## config.mk

```make
export PLATFORM = sky130hd
export DESIGN_NAME = tcp_ctrl_regs
export DESIGN_NICKNAME = d
export VERILOG_FILES = /design/src/tcp_pkg.sv /design/src/tcp_ctrl_regs.sv /design/src/tcp_sync.sv /design/src/tcp_ser_slave.sv
export SDC_FILE = /design/constraint.sdc
export NUM_CORES = 1
export LEC_CHECK = 0
export BUFFER_PORTS_ARGS = -buffer_cell sky130_fd_sc_hd__buf_2
export CAP_MARGIN = 15
export CELL_PAD_IN_SITES_DETAIL_PLACEMENT = 1
export CELL_PAD_IN_SITES_GLOBAL_PLACEMENT = 2
export CORE_AREA = 2 2 155 157
export DETAILED_ROUTE_END_ITERATION = 8
export DIE_AREA = 0 0 157 159
export GPL_ROUTABILITY_DRIVEN = 1
export PLACE_DENSITY_LB_ADDON = 0.25
export SYNTH_ARGS = -nofsm -noshare
export SYNTH_HDL_FRONTEND = slang
export SYNTH_HIERARCHICAL = 1
export SYNTH_SLANG_ARGS = --single-unit
```

## constraint.sdc

```tcl
create_clock -name mclk -period 4.9 [get_ports mclk]
set_input_delay 0.98 -clock mclk [delete_from_list [all_inputs] [get_ports mclk]]
set_output_delay 0.98 -clock mclk [all_outputs]
set_load 0.01 [all_outputs]
```

## src/tcp_pkg.sv

```systemverilog
// tcp_pkg: register map, field layout, reset values and state codes of the control page
// assumes: byte-wide registers reached over the two-wire serial port, one system clock
package tcp_pkg;

  // register offsets
  localparam logic [7:0] ADDR_FAMILY_TYPE = 8'h00;
  localparam logic [7:0] ADDR_MASK_REV    = 8'h01;
  localparam logic [7:0] ADDR_NVM_ADDR    = 8'h11;
  localparam logic [7:0] ADDR_NVM_DATA    = 8'h12;
  localparam logic [7:0] ADDR_STRAP       = 8'h20;
  localparam logic [7:0] ADDR_GRAY_MODE   = 8'h3A;
  localparam logic [7:0] ADDR_GRAY_ILLUM  = 8'h3C;

  localparam int FRAMES = 4;
  localparam logic [3:0][7:0] ADDR_FRAME_SEL   = {8'h2B, 8'h28, 8'h25, 8'h22};
  localparam logic [3:0][7:0] ADDR_FRAME_ILLUM = {8'h2D, 8'h2A, 8'h27, 8'h24};

  // reset values
  localparam logic [3:0][7:0] RST_FRAME_SEL   = {8'h3F, 8'h3A, 8'h35, 8'h30};
  localparam logic [7:0]      RST_FRAME_ILLUM = 8'h00;
  localparam logic [7:0]      RST_GRAY_MODE   = 8'h00;
  localparam logic [7:0]      RST_GRAY_ILLUM  = 8'h26;
  localparam logic [7:0]      RST_NVM         = 8'h00;
  localparam logic [7:0]      RST_STRAP       = 8'h00;

  // writable bits; all others hold their reset value
  localparam logic [7:0] MASK_SEL       = 8'h3F;
  localparam logic [7:0] MASK_ILLUM     = 8'h30;
  localparam logic [7:0] MASK_GRAY_MODE = 8'h01;

  // field positions
  localparam int SEL_FIRST_LSB  = 0;
  localparam int SEL_SECOND_LSB = 2;
  localparam int SEL_BSUP_LSB   = 4;
  localparam int ILLUM_ON_BIT   = 4;
  localparam int ILLUM_OFF_BIT  = 5;
  localparam int STRAP_LOW_BIT  = 5;
  localparam int STRAP_HIGH_BIT = 6;
  localparam int GRAY_DIFF_BIT  = 0;

  localparam logic [1:0] BSUP_ON  = 2'b11;
  localparam logic [1:0] BSUP_OFF = 2'b00;

  // clock edges after reset release before the straps are captured
  localparam logic [1:0] STRAP_SETTLE = 2'd3;

  typedef enum logic [5:0] {
    SER_IDLE  = 6'b000001,
    SER_ADDR  = 6'b000010,
    SER_ACK   = 6'b000100,
    SER_WRITE = 6'b001000,
    SER_READ  = 6'b010000,
    SER_RACK  = 6'b100000
  } tcp_ser_state_type;

endpackage : tcp_pkg

```

## src/tcp_ctrl_regs.sv

```systemverilog
// tcp_ctrl_regs: control page register bank of the imager, serial slave port included
// assumes: frame_start and nvm_* come from logic on mclk; scl, sda and straps are raw pins
`timescale 1ns/1ps

// Functional notes
// RULE1: shadowed frame registers take written values only at the next frame start
// RULE2: host never writes unmapped addresses; such writes are dropped here
// RULE3: reset restores every register to its factory value
// RULE4: reset values are the post-sequencer-load defaults
// RULE5: read-only family type and mask revision registers
// RULE6: read/write indirect address and data registers for the nonvolatile memory
// RULE7: strap register shows low strap in bit 5, high strap in bit 6
// RULE8: straps are scanned once after reset release, replacing the defaults
// RULE9: sample select bits 1:0 pick first modulator correlation sample 0..3
// RULE10: bits 3:2 pick second modulator correlation sample, dual modes only
// RULE11: bits 5:4 code 11 enables background suppression, 00 disables it and saturation
// RULE12: four frame sample select registers, defaults 30, 35, 3A, 3F
// RULE13: four frame illumination control registers, zero defaults
// RULE14: illumination bit 4 set holds illumination on during integration
// RULE15: illumination bit 5 set holds illumination off during integration
// RULE16: grayscale readout mode bit 0 selects single-ended or differential readout
// RULE17: grayscale illumination control register with same choices, default 26
// RULE18: host changes non-shadowed registers only outside frame acquisition
// RULE19: first data byte sets the register pointer, which steps after every byte
// RULE20: reserved bits read their default and ignore writes
module tcp_ctrl_regs
  import tcp_pkg::*;
#(
  parameter logic [7:0] FAMILY_TYPE_ID   = 8'hA5,  // arbitrary value
  parameter logic [7:0] MASK_REVISION_ID = 8'h01,  // arbitrary value
  parameter logic [4:0] DEV_ADDR_UPPER   = 5'h04
) (
  input  wire logic            mclk,
  input  wire logic            rst_n,
  input  wire logic            scl_i,
  input  wire logic            sda_i,
  output      logic            sda_o,
  output      logic            sda_oe,
  input  wire logic            strap_low_i,
  input  wire logic            strap_high_i,
  input  wire logic            frame_start,
  input  wire logic [7:0]      nvm_rdata,
  input  wire logic            nvm_rdata_valid,
  output      logic [7:0]      nvm_addr,
  output      logic [7:0]      nvm_wdata,
  output      logic            nvm_data_wr,
  output      logic [3:0][1:0] first_mod_sample,
  output      logic [3:0][1:0] second_mod_sample,
  output      logic [3:0]      bsup_en,
  output      logic [3:0]      sat_detect_en,
  output      logic [3:0]      illum_cont_on,
  output      logic [3:0]      illum_hold_off,
  output      logic            gray_diff_readout,
  output      logic            gray_illum_on,
  output      logic            gray_illum_off,
  output      logic            bus_address_strap_low,
  output      logic            bus_address_strap_high
);
  typedef struct packed {
    logic            strap_done;
    logic [1:0]      strap_cnt;
    logic            strap_low;
    logic            strap_high;
    logic [7:0]      ptr;
    logic [7:0]      rd_data;
    logic [7:0]      nvm_addr;
    logic [7:0]      nvm_data;
    logic            nvm_data_wr;
    logic [3:0][7:0] sel_wr;
    logic [3:0][7:0] illum_wr;
    logic [3:0][7:0] sel_act;
    logic [3:0][7:0] illum_act;
    logic [7:0]      gray_mode;
    logic [7:0]      gray_illum;
    logic [3:0][1:0] first_sample;
    logic [3:0][1:0] second_sample;
    logic [3:0]      bsup_en;
    logic [3:0]      sat_en;
    logic [3:0]      illum_on;
    logic [3:0]      illum_off;
    logic            gray_diff;
    logic            gray_on;
    logic            gray_off;
  } tcp_regs_type;

  // factory values; decoded outputs match the decoded reset registers
  localparam tcp_regs_type REGS_RESET = '{
    strap_done    : 1'b0,
    strap_cnt     : 2'd0,
    strap_low     : RST_STRAP[STRAP_LOW_BIT],
    strap_high    : RST_STRAP[STRAP_HIGH_BIT],
    ptr           : 8'h00,
    rd_data       : 8'h00,
    nvm_addr      : RST_NVM,
    nvm_data      : RST_NVM,
    nvm_data_wr   : 1'b0,
    sel_wr        : RST_FRAME_SEL,
    illum_wr      : {FRAMES{RST_FRAME_ILLUM}},
    sel_act       : RST_FRAME_SEL,
    illum_act     : {FRAMES{RST_FRAME_ILLUM}},
    gray_mode     : RST_GRAY_MODE,
    gray_illum    : RST_GRAY_ILLUM,
    first_sample  : {RST_FRAME_SEL[3][1:0], RST_FRAME_SEL[2][1:0],
                     RST_FRAME_SEL[1][1:0], RST_FRAME_SEL[0][1:0]},
    second_sample : {RST_FRAME_SEL[3][3:2], RST_FRAME_SEL[2][3:2],
                     RST_FRAME_SEL[1][3:2], RST_FRAME_SEL[0][3:2]},
    bsup_en       : 4'hF,
    sat_en        : 4'hF,
    illum_on      : 4'h0,
    illum_off     : 4'h0,
    gray_diff     : RST_GRAY_MODE[GRAY_DIFF_BIT],
    gray_on       : RST_GRAY_ILLUM[ILLUM_ON_BIT],
    gray_off      : RST_GRAY_ILLUM[ILLUM_OFF_BIT]
  };

  tcp_regs_type regs_reg;
  tcp_regs_type regs_next;
  logic         strap_low_s;
  logic         strap_high_s;
  logic         wr_valid;
  logic [7:0]   wr_data;
  logic         wr_first;
  logic         rd_next;

  // reserved bits keep their reset value
  function automatic logic [7:0] merge_bits(input logic [7:0] dflt,
                                            input logic [7:0] mask,
                                            input logic [7:0] data);
    return (dflt & ~mask) | (data & mask);  // [RULE20]
  endfunction : merge_bits

  // register readback at a byte address
  function automatic logic [7:0] read_mux(input tcp_regs_type s, input logic [7:0] addr);
    logic [7:0] v;
    v = 8'h00;
    unique case (addr)
      ADDR_FAMILY_TYPE: v = FAMILY_TYPE_ID;    // [RULE5]
      ADDR_MASK_REV:    v = MASK_REVISION_ID;  // [RULE5]
      ADDR_NVM_ADDR:    v = s.nvm_addr;        // [RULE6]
      ADDR_NVM_DATA:    v = s.nvm_data;        // [RULE6]
      ADDR_STRAP: begin
        v[STRAP_LOW_BIT]  = s.strap_low;       // [RULE7]
        v[STRAP_HIGH_BIT] = s.strap_high;      // [RULE7]
      end
      ADDR_GRAY_MODE:   v = s.gray_mode;
      ADDR_GRAY_ILLUM:  v = s.gray_illum;
      default: begin
        for (int f = 0; f < FRAMES; f++) begin
          if (addr == ADDR_FRAME_SEL[f]) begin
            v = s.sel_wr[f];
          end
          if (addr == ADDR_FRAME_ILLUM[f]) begin
            v = s.illum_wr[f];
          end
        end
      end
    endcase
    return v;
  endfunction : read_mux

  tcp_sync #(.WIDTH(2)) u_strap_sync (
    .mclk     (mclk),
    .rst_n    (rst_n),
    .async_in ({strap_high_i, strap_low_i}),
    .sync_out ({strap_high_s, strap_low_s})
  );

  tcp_ser_slave u_ser (
    .mclk     (mclk),
    .rst_n    (rst_n),
    .scl_i    (scl_i),
    .sda_i    (sda_i),
    .dev_addr ({DEV_ADDR_UPPER, regs_reg.strap_high, regs_reg.strap_low}),
    .rd_data  (regs_reg.rd_data),
    .sda_o    (sda_o),
    .sda_oe   (sda_oe),
    .wr_valid (wr_valid),
    .wr_data  (wr_data),
    .wr_first (wr_first),
    .rd_next  (rd_next)
  );

  always_comb begin
    regs_next             = regs_reg;
    regs_next.nvm_data_wr = 1'b0;

    // strap scan after the synchroniser has settled
    if (!regs_reg.strap_done) begin
      if (regs_reg.strap_cnt == STRAP_SETTLE) begin
        regs_next.strap_low  = strap_low_s;   // [RULE8]
        regs_next.strap_high = strap_high_s;  // [RULE8]
        regs_next.strap_done = 1'b1;
      end else begin
        regs_next.strap_cnt = regs_reg.strap_cnt + 2'd1;
      end
    end

    // host byte writes and pointer stepping
    if (wr_valid) begin
      if (wr_first) begin
        regs_next.ptr = wr_data;  // [RULE19]
      end else begin
        if (regs_reg.ptr == ADDR_NVM_ADDR) begin
          regs_next.nvm_addr = wr_data;  // [RULE6]
        end
        if (regs_reg.ptr == ADDR_NVM_DATA) begin
          regs_next.nvm_data    = wr_data;  // [RULE6]
          regs_next.nvm_data_wr = 1'b1;
        end
        if (regs_reg.ptr == ADDR_GRAY_MODE) begin
          regs_next.gray_mode = merge_bits(RST_GRAY_MODE, MASK_GRAY_MODE, wr_data);
        end
        if (regs_reg.ptr == ADDR_GRAY_ILLUM) begin
          regs_next.gray_illum = merge_bits(RST_GRAY_ILLUM, MASK_ILLUM, wr_data);  // [RULE17]
        end
        for (int f = 0; f < FRAMES; f++) begin
          if (regs_reg.ptr == ADDR_FRAME_SEL[f]) begin
            regs_next.sel_wr[f] = merge_bits(RST_FRAME_SEL[f], MASK_SEL, wr_data);  // [RULE12]
          end
          if (regs_reg.ptr == ADDR_FRAME_ILLUM[f]) begin
            regs_next.illum_wr[f] = merge_bits(RST_FRAME_ILLUM, MASK_ILLUM, wr_data);  // [RULE13]
          end
        end
        // unmapped addresses fall through with no effect [RULE2]
        regs_next.ptr = regs_reg.ptr + 8'h01;  // [RULE19]
      end
    end else if (rd_next) begin
      regs_next.ptr = regs_reg.ptr + 8'h01;  // [RULE19]
    end

    // memory read result lands after any host write in the same cycle
    if (nvm_rdata_valid) begin
      regs_next.nvm_data = nvm_rdata;
    end

    // shadow copies go live at frame start
    if (frame_start) begin
      regs_next.sel_act   = regs_reg.sel_wr;    // [RULE1]
      regs_next.illum_act = regs_reg.illum_wr;  // [RULE1]
    end

    // per-frame field decode of the live copies
    for (int f = 0; f < FRAMES; f++) begin
      regs_next.first_sample[f]  = regs_next.sel_act[f][SEL_FIRST_LSB +: 2];   // [RULE9]
      regs_next.second_sample[f] = regs_next.sel_act[f][SEL_SECOND_LSB +: 2];  // [RULE10]
      regs_next.bsup_en[f] = regs_next.sel_act[f][SEL_BSUP_LSB +: 2] == BSUP_ON;  // [RULE11]
      regs_next.sat_en[f]  = regs_next.sel_act[f][SEL_BSUP_LSB +: 2] != BSUP_OFF; // [RULE11]
      regs_next.illum_on[f]  = regs_next.illum_act[f][ILLUM_ON_BIT];   // [RULE14]
      regs_next.illum_off[f] = regs_next.illum_act[f][ILLUM_OFF_BIT];  // [RULE15]
    end

    // grayscale settings act at once
    regs_next.gray_diff = regs_next.gray_mode[GRAY_DIFF_BIT];   // [RULE16]
    regs_next.gray_on   = regs_next.gray_illum[ILLUM_ON_BIT];   // [RULE17]
    regs_next.gray_off  = regs_next.gray_illum[ILLUM_OFF_BIT];  // [RULE17]

    regs_next.rd_data = read_mux(regs_next, regs_next.ptr);
  end

  always_ff @(posedge mclk or negedge rst_n) begin
    if (!rst_n) begin
      regs_reg <= REGS_RESET;  // [RULE3] [RULE4]
    end else begin
      regs_reg <= regs_next;
    end
  end

  assign nvm_addr               = regs_reg.nvm_addr;
  assign nvm_wdata              = regs_reg.nvm_data;
  assign nvm_data_wr            = regs_reg.nvm_data_wr;
  assign first_mod_sample       = regs_reg.first_sample;
  assign second_mod_sample      = regs_reg.second_sample;
  assign bsup_en                = regs_reg.bsup_en;
  assign sat_detect_en          = regs_reg.sat_en;
  assign illum_cont_on          = regs_reg.illum_on;
  assign illum_hold_off         = regs_reg.illum_off;
  assign gray_diff_readout      = regs_reg.gray_diff;
  assign gray_illum_on          = regs_reg.gray_on;
  assign gray_illum_off         = regs_reg.gray_off;
  assign bus_address_strap_low  = regs_reg.strap_low;
  assign bus_address_strap_high = regs_reg.strap_high;
endmodule : tcp_ctrl_regs

```

## src/tcp_sync.sv

```systemverilog
// tcp_sync: two-flop synchroniser, one chain per bit
// assumes: inputs asynchronous to mclk; only the second stage is read outside
`timescale 1ns/1ps
module tcp_sync #(
  parameter int WIDTH = 1
) (
  input  wire logic             mclk,
  input  wire logic             rst_n,
  input  wire logic [WIDTH-1:0] async_in,
  output      logic [WIDTH-1:0] sync_out
);
  logic [WIDTH-1:0] stage1_reg;
  logic [WIDTH-1:0] stage2_reg;

  genvar b;
  generate
    for (b = 0; b < WIDTH; b++) begin : g_bit
      always_ff @(posedge mclk or negedge rst_n) begin
        if (!rst_n) begin
          stage1_reg[b] <= 1'b0;
          stage2_reg[b] <= 1'b0;
        end else begin
          stage1_reg[b] <= async_in[b];
          stage2_reg[b] <= stage1_reg[b];
        end
      end
    end
  endgenerate

  assign sync_out = stage2_reg;
endmodule : tcp_sync

```

## src/tcp_ser_slave.sv

```systemverilog
// tcp_ser_slave: byte engine of the two-wire serial slave port
// assumes: scl/sda are raw pins, sda is open drain, rd_data is ready before scl falls
`timescale 1ns/1ps
module tcp_ser_slave
  import tcp_pkg::*;
(
  input  wire logic       mclk,
  input  wire logic       rst_n,
  input  wire logic       scl_i,
  input  wire logic       sda_i,
  input  wire logic [6:0] dev_addr,
  input  wire logic [7:0] rd_data,
  output      logic       sda_o,
  output      logic       sda_oe,
  output      logic       wr_valid,
  output      logic [7:0] wr_data,
  output      logic       wr_first,
  output      logic       rd_next
);
  typedef struct packed {
    tcp_ser_state_type state;
    logic [2:0]        bit_cnt;
    logic [7:0]        shift;
    logic              rw;
    logic              first;
    logic              ack_on;
    logic              scl_d;
    logic              sda_d;
    logic              sda_oe;
    logic              wr_valid;
    logic [7:0]        wr_data;
    logic              wr_first;
    logic              rd_next;
  } tcp_ser_type;

  localparam tcp_ser_type SER_RESET = '{state: SER_IDLE, default: '0};

  tcp_ser_type ser_reg;
  tcp_ser_type ser_next;
  logic        scl_s;
  logic        sda_s;
  logic        scl_rise;
  logic        scl_fall;
  logic [7:0]  byte_in;

  tcp_sync #(.WIDTH(2)) u_pin_sync (
    .mclk     (mclk),
    .rst_n    (rst_n),
    .async_in ({scl_i, sda_i}),
    .sync_out ({scl_s, sda_s})
  );

  assign scl_rise = scl_s & ~ser_reg.scl_d;
  assign scl_fall = ~scl_s & ser_reg.scl_d;
  assign byte_in  = {ser_reg.shift[6:0], sda_s};

  always_comb begin
    ser_next          = ser_reg;
    ser_next.scl_d    = scl_s;
    ser_next.sda_d    = sda_s;
    ser_next.wr_valid = 1'b0;
    ser_next.rd_next  = 1'b0;
    if (scl_s && ser_reg.scl_d && ser_reg.sda_d && !sda_s) begin
      ser_next.state   = SER_ADDR;
      ser_next.bit_cnt = 3'd0;
      ser_next.sda_oe  = 1'b0;
      ser_next.ack_on  = 1'b0;
    end else if (scl_s && ser_reg.scl_d && !ser_reg.sda_d && sda_s) begin
      ser_next.state  = SER_IDLE;
      ser_next.sda_oe = 1'b0;
    end else begin
      unique case (ser_reg.state)
        SER_IDLE: begin
          ser_next.sda_oe = 1'b0;
        end
        SER_ADDR: begin
          if (scl_rise) begin
            ser_next.shift   = byte_in;
            ser_next.bit_cnt = ser_reg.bit_cnt + 3'd1;
            if (ser_reg.bit_cnt == 3'd7) begin
              if (byte_in[7:1] == dev_addr) begin
                ser_next.state = SER_ACK;
                ser_next.rw    = byte_in[0];
                ser_next.first = 1'b1;
              end else begin
                ser_next.state = SER_IDLE;
              end
            end
          end
        end
        SER_WRITE: begin
          if (scl_rise) begin
            ser_next.shift   = byte_in;
            ser_next.bit_cnt = ser_reg.bit_cnt + 3'd1;
            if (ser_reg.bit_cnt == 3'd7) begin
              // first data byte is the register address [RULE19]
              ser_next.wr_valid = 1'b1;
              ser_next.wr_data  = byte_in;
              ser_next.wr_first = ser_reg.first;
              ser_next.first    = 1'b0;
              ser_next.state    = SER_ACK;
            end
          end
        end
        SER_ACK: begin
          if (scl_fall) begin
            if (!ser_reg.ack_on) begin
              ser_next.ack_on = 1'b1;
              ser_next.sda_oe = 1'b1;
            end else begin
              ser_next.ack_on  = 1'b0;
              ser_next.bit_cnt = 3'd0;
              if (ser_reg.rw) begin
                ser_next.state  = SER_READ;
                ser_next.shift  = rd_data;
                ser_next.sda_oe = ~rd_data[7];
              end else begin
                ser_next.state  = SER_WRITE;
                ser_next.sda_oe = 1'b0;
              end
            end
          end
        end
        SER_READ: begin
          if (scl_rise) begin
            ser_next.bit_cnt = ser_reg.bit_cnt + 3'd1;
            if (ser_reg.bit_cnt == 3'd7) begin
              ser_next.state   = SER_RACK;
              ser_next.rd_next = 1'b1;
            end
          end else if (scl_fall) begin
            ser_next.shift  = {ser_reg.shift[6:0], 1'b0};
            ser_next.sda_oe = ~ser_reg.shift[6];
          end
        end
        SER_RACK: begin
          if (scl_rise) begin
            if (sda_s) begin
              ser_next.state = SER_IDLE;
            end else begin
              ser_next.ack_on = 1'b1;
            end
          end else if (scl_fall) begin
            if (ser_reg.ack_on) begin
              ser_next.ack_on  = 1'b0;
              ser_next.state   = SER_READ;
              ser_next.bit_cnt = 3'd0;
              ser_next.shift   = rd_data;
              ser_next.sda_oe  = ~rd_data[7];
            end else begin
              ser_next.sda_oe = 1'b0;
            end
          end
        end
        default: begin
          ser_next = SER_RESET;
        end
      endcase
    end
  end

  always_ff @(posedge mclk or negedge rst_n) begin
    if (!rst_n) begin
      ser_reg <= SER_RESET;
    end else begin
      ser_reg <= ser_next;
    end
  end

  assign sda_o    = 1'b0;
  assign sda_oe   = ser_reg.sda_oe;
  assign wr_valid = ser_reg.wr_valid;
  assign wr_data  = ser_reg.wr_data;
  assign wr_first = ser_reg.wr_first;
  assign rd_next  = ser_reg.rd_next;
endmodule : tcp_ser_slave

```

==> reports/results.ini, run 1 <==
[setup_path]
reg2reg_depth = 8
start_kind = flip-flop
crit_fanout = 19
cp.arrival_ns = 4.24
r2r-start = u_ser/wr_valid
reg2reg_slack_ns = 1.04
timing.rr.end = regs_reg[201]
path_class = reg2reg
cp.required_ns = 5.28
crit_path_end_kind = flip-flop

[layout]
fin_util_pct = 46.8
fin_area_mm2 = 0.0109
layout-drive-gt1-share_pct = 29.6
syn2layout_area_growth_pct = 7.37
fin_cells = 1232
nNetsFinal = 924
largest_reg_flops = 117
antennaDiodeCount = 0

[yosys]
yosysUniqueCellTypes = 89
synth_top_cell_area_share_pct = 38.4
avgSynthCellArea_um2 = 11.2
yosys.area_share.simple_pct = 16.9
synth_common_cells = dfrtp_1 (155), mux2_2 (71), buf_4 (62), and2_1 (53), nand2_1 (52)
muxShareOfSynthArea_pct = 11.3
synth-edff-count = 0
yosys.area_share.xor_xnor_pct = 1.04
synthArstFlopShare_pct = 100
ys_top_cells_by_area = dfrtp_1 (38%), dfstp_2 (11%), mux2_2 (7.9%)
synth_seq_cells = 199
synth_compound_area_share_pct = 12.0
syn_inst = 902
synth_area_mm2 = 0.0101
seq_area_frac_synth_pct = 49.8
synthAdderAreaFrac_pct = 0.990
yosysMostFrequentCell = dfrtp_1
synth_top_family_by_area = simple AND/OR/NAND/NOR gates
synth-main-ff-cell = dfrtp_1
yosysWarnings = 6
synth_top_cell_by_area = dfrtp_1

[clocking]
clkTransAtPathRegs_ns = 0.08
cts_buffers = 17
cts_tree = built
cts_buffer_depth = 2
cts_resized = 0
post_cts_buffers = 0
holdBufCountCts = 0
cts-htree-levels = 4
cts_sinks = 199
clock_latency_ns = 0.44
cts-root-buf = clkbuf_16

[min_path]
holdCritStartpoint = u_ser/u_pin_sync/stage1_reg[0]
hold_path_depth = 0
hold_end = u_ser/u_pin_sync/sync_out[0]
worstHoldPathType = reg2reg

[power]
p_per_area_mw_per_mm2 = 325
cellLeakagePower_uw = 0.00506
peakVddDrop_mv = 0.212

[route]
vias = 6979
drtPass1Iterations = 5
viasPerCell = 5.66
drtAntennaViolNets = 0
wirelength_mm = 28.8
drtIter0Drc = 555
wire_per_inst_um = 23.4
route.detailed.drc = 0

[global_routing]
grt_pass1_vias = 7502
grt_overflow = 0
grt_pass1_wl_mm = 46.0
grt_use_total_pct = 24.2
grt_antenna_before_repair = 0
grt_max_degree = 103

[sta]
setup_viol_count_final = 0
report.final.hold_viol_count = 0
max_freq_ghz = 0.259
fin_tns_setup_ns = 0
slew_violations = 0
rsz0062_at_grt = no
post-route-min-period_ns = 3.86
fin_worst_skew_ns = 0.0164
period_share_pct = 78.8
worstMarginPinSlew_ns = 1.09
max-slew-margin-rel_pct = 26.5

[floorplanning]
start_util_pct = 43.6
ios = 72
core_area_mm2 = 0.0232
rows = 56
die_h_um = 159
die_x_um = 157
die_area_mm2 = 0.0250

[status]
status = finished, final reports clean

[placement]
place.gp.congestion = 0.903
place_inst = 1200
placedInstanceArea_mm2 = 0.0103
numPortBuffers = 70
hpwl_mm = 21.2

[flow_run]
drv_cap = 0

==> final cells by class <==
| type | count | area, um2 |
|---|---|---|
| clock buffer | 17 | 425 |
| tap | 319 | 399 |
| timing repair buffer | 75 | 409 |
| clock inverter | 15 | 158 |
| sequential | 199 | 5030 |
| fill | 2468 | 12300 |
| inverter | 35 | 131 |
| multi-input combinational | 572 | 4290 |
==> layout by cell type (no fill, tap or decap), drive strengths merged, types with 17 or more instances in the layout <==
cell | synthesis | final
nand3 | 34 | 34
inv | 35 | 41
and2 | 54 | 54
a22o | 20 | 20
dfrtp | 155 | 155
mux2i | 26 | 26
o21ai | 27 | 27
nand2 | 54 | 54
nand4 | 17 | 17
a21oi | 21 | 21
dfstp | 44 | 44
clkbuf | 13 | 18
buf | 86 | 74
nor3 | 25 | 25
mux2 | 77 | 77
nor2 | 24 | 24
==> per-layer routing <==
metal | track usage [%] | part of all wire (%) | routed length [um]
met2 | 38.6 | 48 | 13800
met4 | 9.38 | 3.2 | 920
met1 | 33.3 | 46 | 13200
met3 | 3.67 | 3.0 | 863
met5 | 0 | 0 | 0
==> stage by stage <==
step,total power (uW),setup slack [ns],hold slack (ns)
global placement,2140,1.15,0.335
finish,3530,1.04,0.352
floorplan,2050,2.15,0.331
detailed placement,2160,1.11,0.336
global route,3670,0.750,0.362
CTS,3560,1.08,0.351
==> critical path, cell delays in order (launching register included) <==
cell	delay, ns
dfrtp_1	0.74
nor4b_4	0.86
nand3_1	0.60
mux2_2	0.41
a21oi_1	0.07
or2_1	0.25
a2111oi_0	0.72
a2111oi_2	0.06
nand2_1	0.09
==> worst max-delay path by stage <==
stage,from,end,slack [ns],cells after the start
final,u_ser/wr_valid,regs_reg[201],1.04,8
after global routing,u_ser/wr_valid,regs_reg[201],0.75,8
after CTS,u_ser/wr_valid,regs_reg[201],1.08,8
after detailed placement,u_ser/wr_valid,regs_reg[201],1.11,8
after global placement,u_ser/wr_valid,regs_reg[201],1.15,8
after floorplan,regs_reg[204],regs_reg[196],2.15,13
==> power breakdown <==
group | total, uW | leakage, uW | switching (uW) | internal, uW
Combinational | 405 | 0.00225 | 249 | 156
Sequential | 1720 | 0.00254 | 41.3 | 1680
Clock | 1400 | 0.000274 | 720 | 682
Total | 3530 | 0.00506 | 1010 | 2520
==> cells by family (layout without fill, tap and decap cells) <==
kind of cell | Yosys count | after routing
muxes | 103 | 103
xor gates and xnor gates | 12 | 12
AOI/OAI and AO/OA | 158 | 158
adders and majority gates | 8 | 8
other | 3 | 6
and+or+nand+nor | 285 | 285
buffers and inverters | 134 | 142
DFF | 199 | 199
(Power assumes the default switching activity.)
==> inputs of run 2 (changes only) <==
CORE_AREA = 2 2 160 162   (was 2 2 155 157)
DIE_AREA = 0 0 162 164   (was 0 0 157 159)
clock period = 4 ns   (was 4.9 ns; I/O delays follow)
==> run 2 against run 1 <==
Net effect:
- non-clock buffer count up 15
- power increased by 26%
- via count rose by 0.69%
- utilization fell by 2.4 points
- setup slack got worse by 0.70 ns
- critical path type unchanged
- critical endpoint is now regs_reg[203]
- largest power group unchanged
- register-to-register slack lost 0.70 ns
- design area is 1.6% higher
- critical path depth up 3
- hold slack gained 0.0030 ns
- first-iteration DRC count rose by 4.5%
- highest routed layer unchanged
- clock power increased by 30%
- die area grew 6.4%
==> reports/results.ini, run 2 (synthesis results as in run 1) <==
[status]
status = finished, final reports clean

[floorplanning]
rows = 58  ; +3.6%
die_h_um = 164  ; +3.1%
core_area_mm2 = 0.0248  ; +7.0%
die_area_mm2 = 0.0266  ; +6.4%
start_util_pct = 40.7  ; -2.9 points
ios = 72  ; unchanged
die_x_um = 162  ; +3.2%

[placement]
place.gp.congestion = 0.924  ; +2.3%
hpwl_mm = 21.1  ; -0.53%
numPortBuffers = 70  ; unchanged
place_inst = 1226  ; +2.2%
dp_slack_ns = 0.343  ; -0.769 ns

[clocking]
post_cts_buffers = 0  ; unchanged
cts_sinks = 199  ; unchanged
cts_resized = 0  ; unchanged
holdBufCountCts = 0  ; unchanged
cts_tree = built
cts_buffers = 17  ; unchanged
cts_buffer_depth = 2  ; unchanged
clock_latency_ns = 0.46  ; +0.02 ns
cts-htree-levels = 4  ; unchanged
cts-root-buf = clkbuf_16
clkTransAtPathRegs_ns = 0.09  ; about the same

[global_routing]
grt_pass1_wl_mm = 45.7  ; -0.51%
grt_overflow = 0  ; unchanged
grt_max_degree = 94  ; -8.7%
grt_use_total_pct = 22.9  ; -1.4 points
grt_pass1_vias = 7329  ; -2.3%
grt_antenna_before_repair = 0  ; unchanged

[route]
drtPass1Iterations = 5  ; unchanged
viasPerCell = 5.59  ; -1.4%
drtIter0Drc = 580  ; +4.5%
vias = 7027  ; +0.69%
drtAntennaViolNets = 0  ; unchanged
wire_per_inst_um = 23.1  ; -1.2%
route.detailed.drc = 0  ; unchanged
wirelength_mm = 29.1  ; +0.86%

[sta]
max-slew-margin-rel_pct = 43.5  ; +17 points
fin_tns_setup_ns = 0  ; unchanged
worstMarginPinSlew_ns = 0.848  ; -0.246 ns
slew_violations = 0  ; unchanged
report.final.hold_viol_count = 0  ; unchanged
post-route-min-period_ns = 3.66  ; -0.203 ns
worst_slack_ns = 0.342  ; -0.697 ns
period_share_pct = 91.5  ; +13 points
rsz0062_at_grt = no
setup_viol_count_final = 0  ; unchanged
fin_worst_skew_ns = 0.0239  ; +0.00754 ns
max_freq_ghz = 0.273  ; +5.5%
whs_ns = 0.355  ; +0.00303 ns

[power]
peakVddDrop_mv = 0.246  ; +16%
p_total_uw = 4430  ; +26%
cellLeakagePower_uw = 0.00517  ; +2.2%
p_per_area_mw_per_mm2 = 402  ; +24%

[setup_path]
start_kind = flip-flop
crit_path_end_kind = flip-flop
crit_fanout = 13  ; -6
cp.required_ns = 4.38  ; -0.90 ns
cp.arrival_ns = 4.04  ; -0.20 ns
path_class = reg2reg

[layout]
mostFrequentLayoutCells = dfrtp_1 (155), mux2_2 (71), buf_2 (69)
antennaDiodeCount = 0  ; unchanged
layout-drive-gt1-share_pct = 30.7  ; +1.1 points
fin_cells = 1258  ; +2.1%
mostFrequentLayoutCell = dfrtp_1
nNetsFinal = 939  ; +1.6%
largest_reg_flops = 117  ; unchanged
syn2layout_area_growth_pct = 9.12

[min_path]
worstHoldPathType = reg2reg

[flow_run]
drv_cap = 0  ; unchanged

## run 2: critical path, stage by stage, from the launching register on
cell,delay (ns)
dfrtp_1,0.58
inv_1,0.11
ha_1,0.32
mux2i_1,0.12
mux2_2,0.36
inv_2,0.20
a21oi_1,0.63
a22o_1,0.22
a21oi_1,0.06
a2111oi_0,0.59
o221ai_1,0.25
nand4_1,0.15
## run 2: worst paths after layout
kind / from / end / slack (ns) / cells after the start
min in group asynchronous: rst_n / illum_hold_off[0] / 0.43 / 1
max in group asynchronous: rst_n / u_ser/wr_data[3] / 2.72 / 2
max: regs_reg[204] / regs_reg[203] / 0.34 / 11
min: u_strap_sync/stage1_reg[1] / u_strap_sync/sync_out[1] / 0.36 / 0
min reg2reg: u_strap_sync/stage1_reg[1] / u_strap_sync/sync_out[1] / 0.36 / 0
max reg2reg: regs_reg[204] / regs_reg[203] / 0.34 / 11
## run 2: routing by layer
metal | routed length, um | GRT usage [%] | vias to the layer above
met1 | 14000 | 32.9 | 3623
li1 | - | - | 3213
met3 | 1100 | 4.02 | 31
met5 | 0 | 0 | -
met2 | 13500 | 35.9 | 160
met4 | 482 | 5.83 | 0
## run 2: power by group
part	total, uW	switching, uW	internal, uW
Clock	1820	946	871
Sequential	2110	51.5	2050
Combinational	511	312	199
## run 2: per-stage QoR
stage	utilization (%)	area (um2)
final	44.4	11000
after global routing	44.4	11000
after CTS	44.4	11000
after detailed placement	41.9	10400
after global placement	41.9	10400
after floorplan	-	10100
## run 2: final cells by class
class,instances,area (um2)
multi-input cells,572,4290
repair buffers,90,522
clock buffers,17,425
fillers,2717,13800
inverters,35,131
flip-flops and latches,199,5030
well taps,330,413
clock inverters,15,209
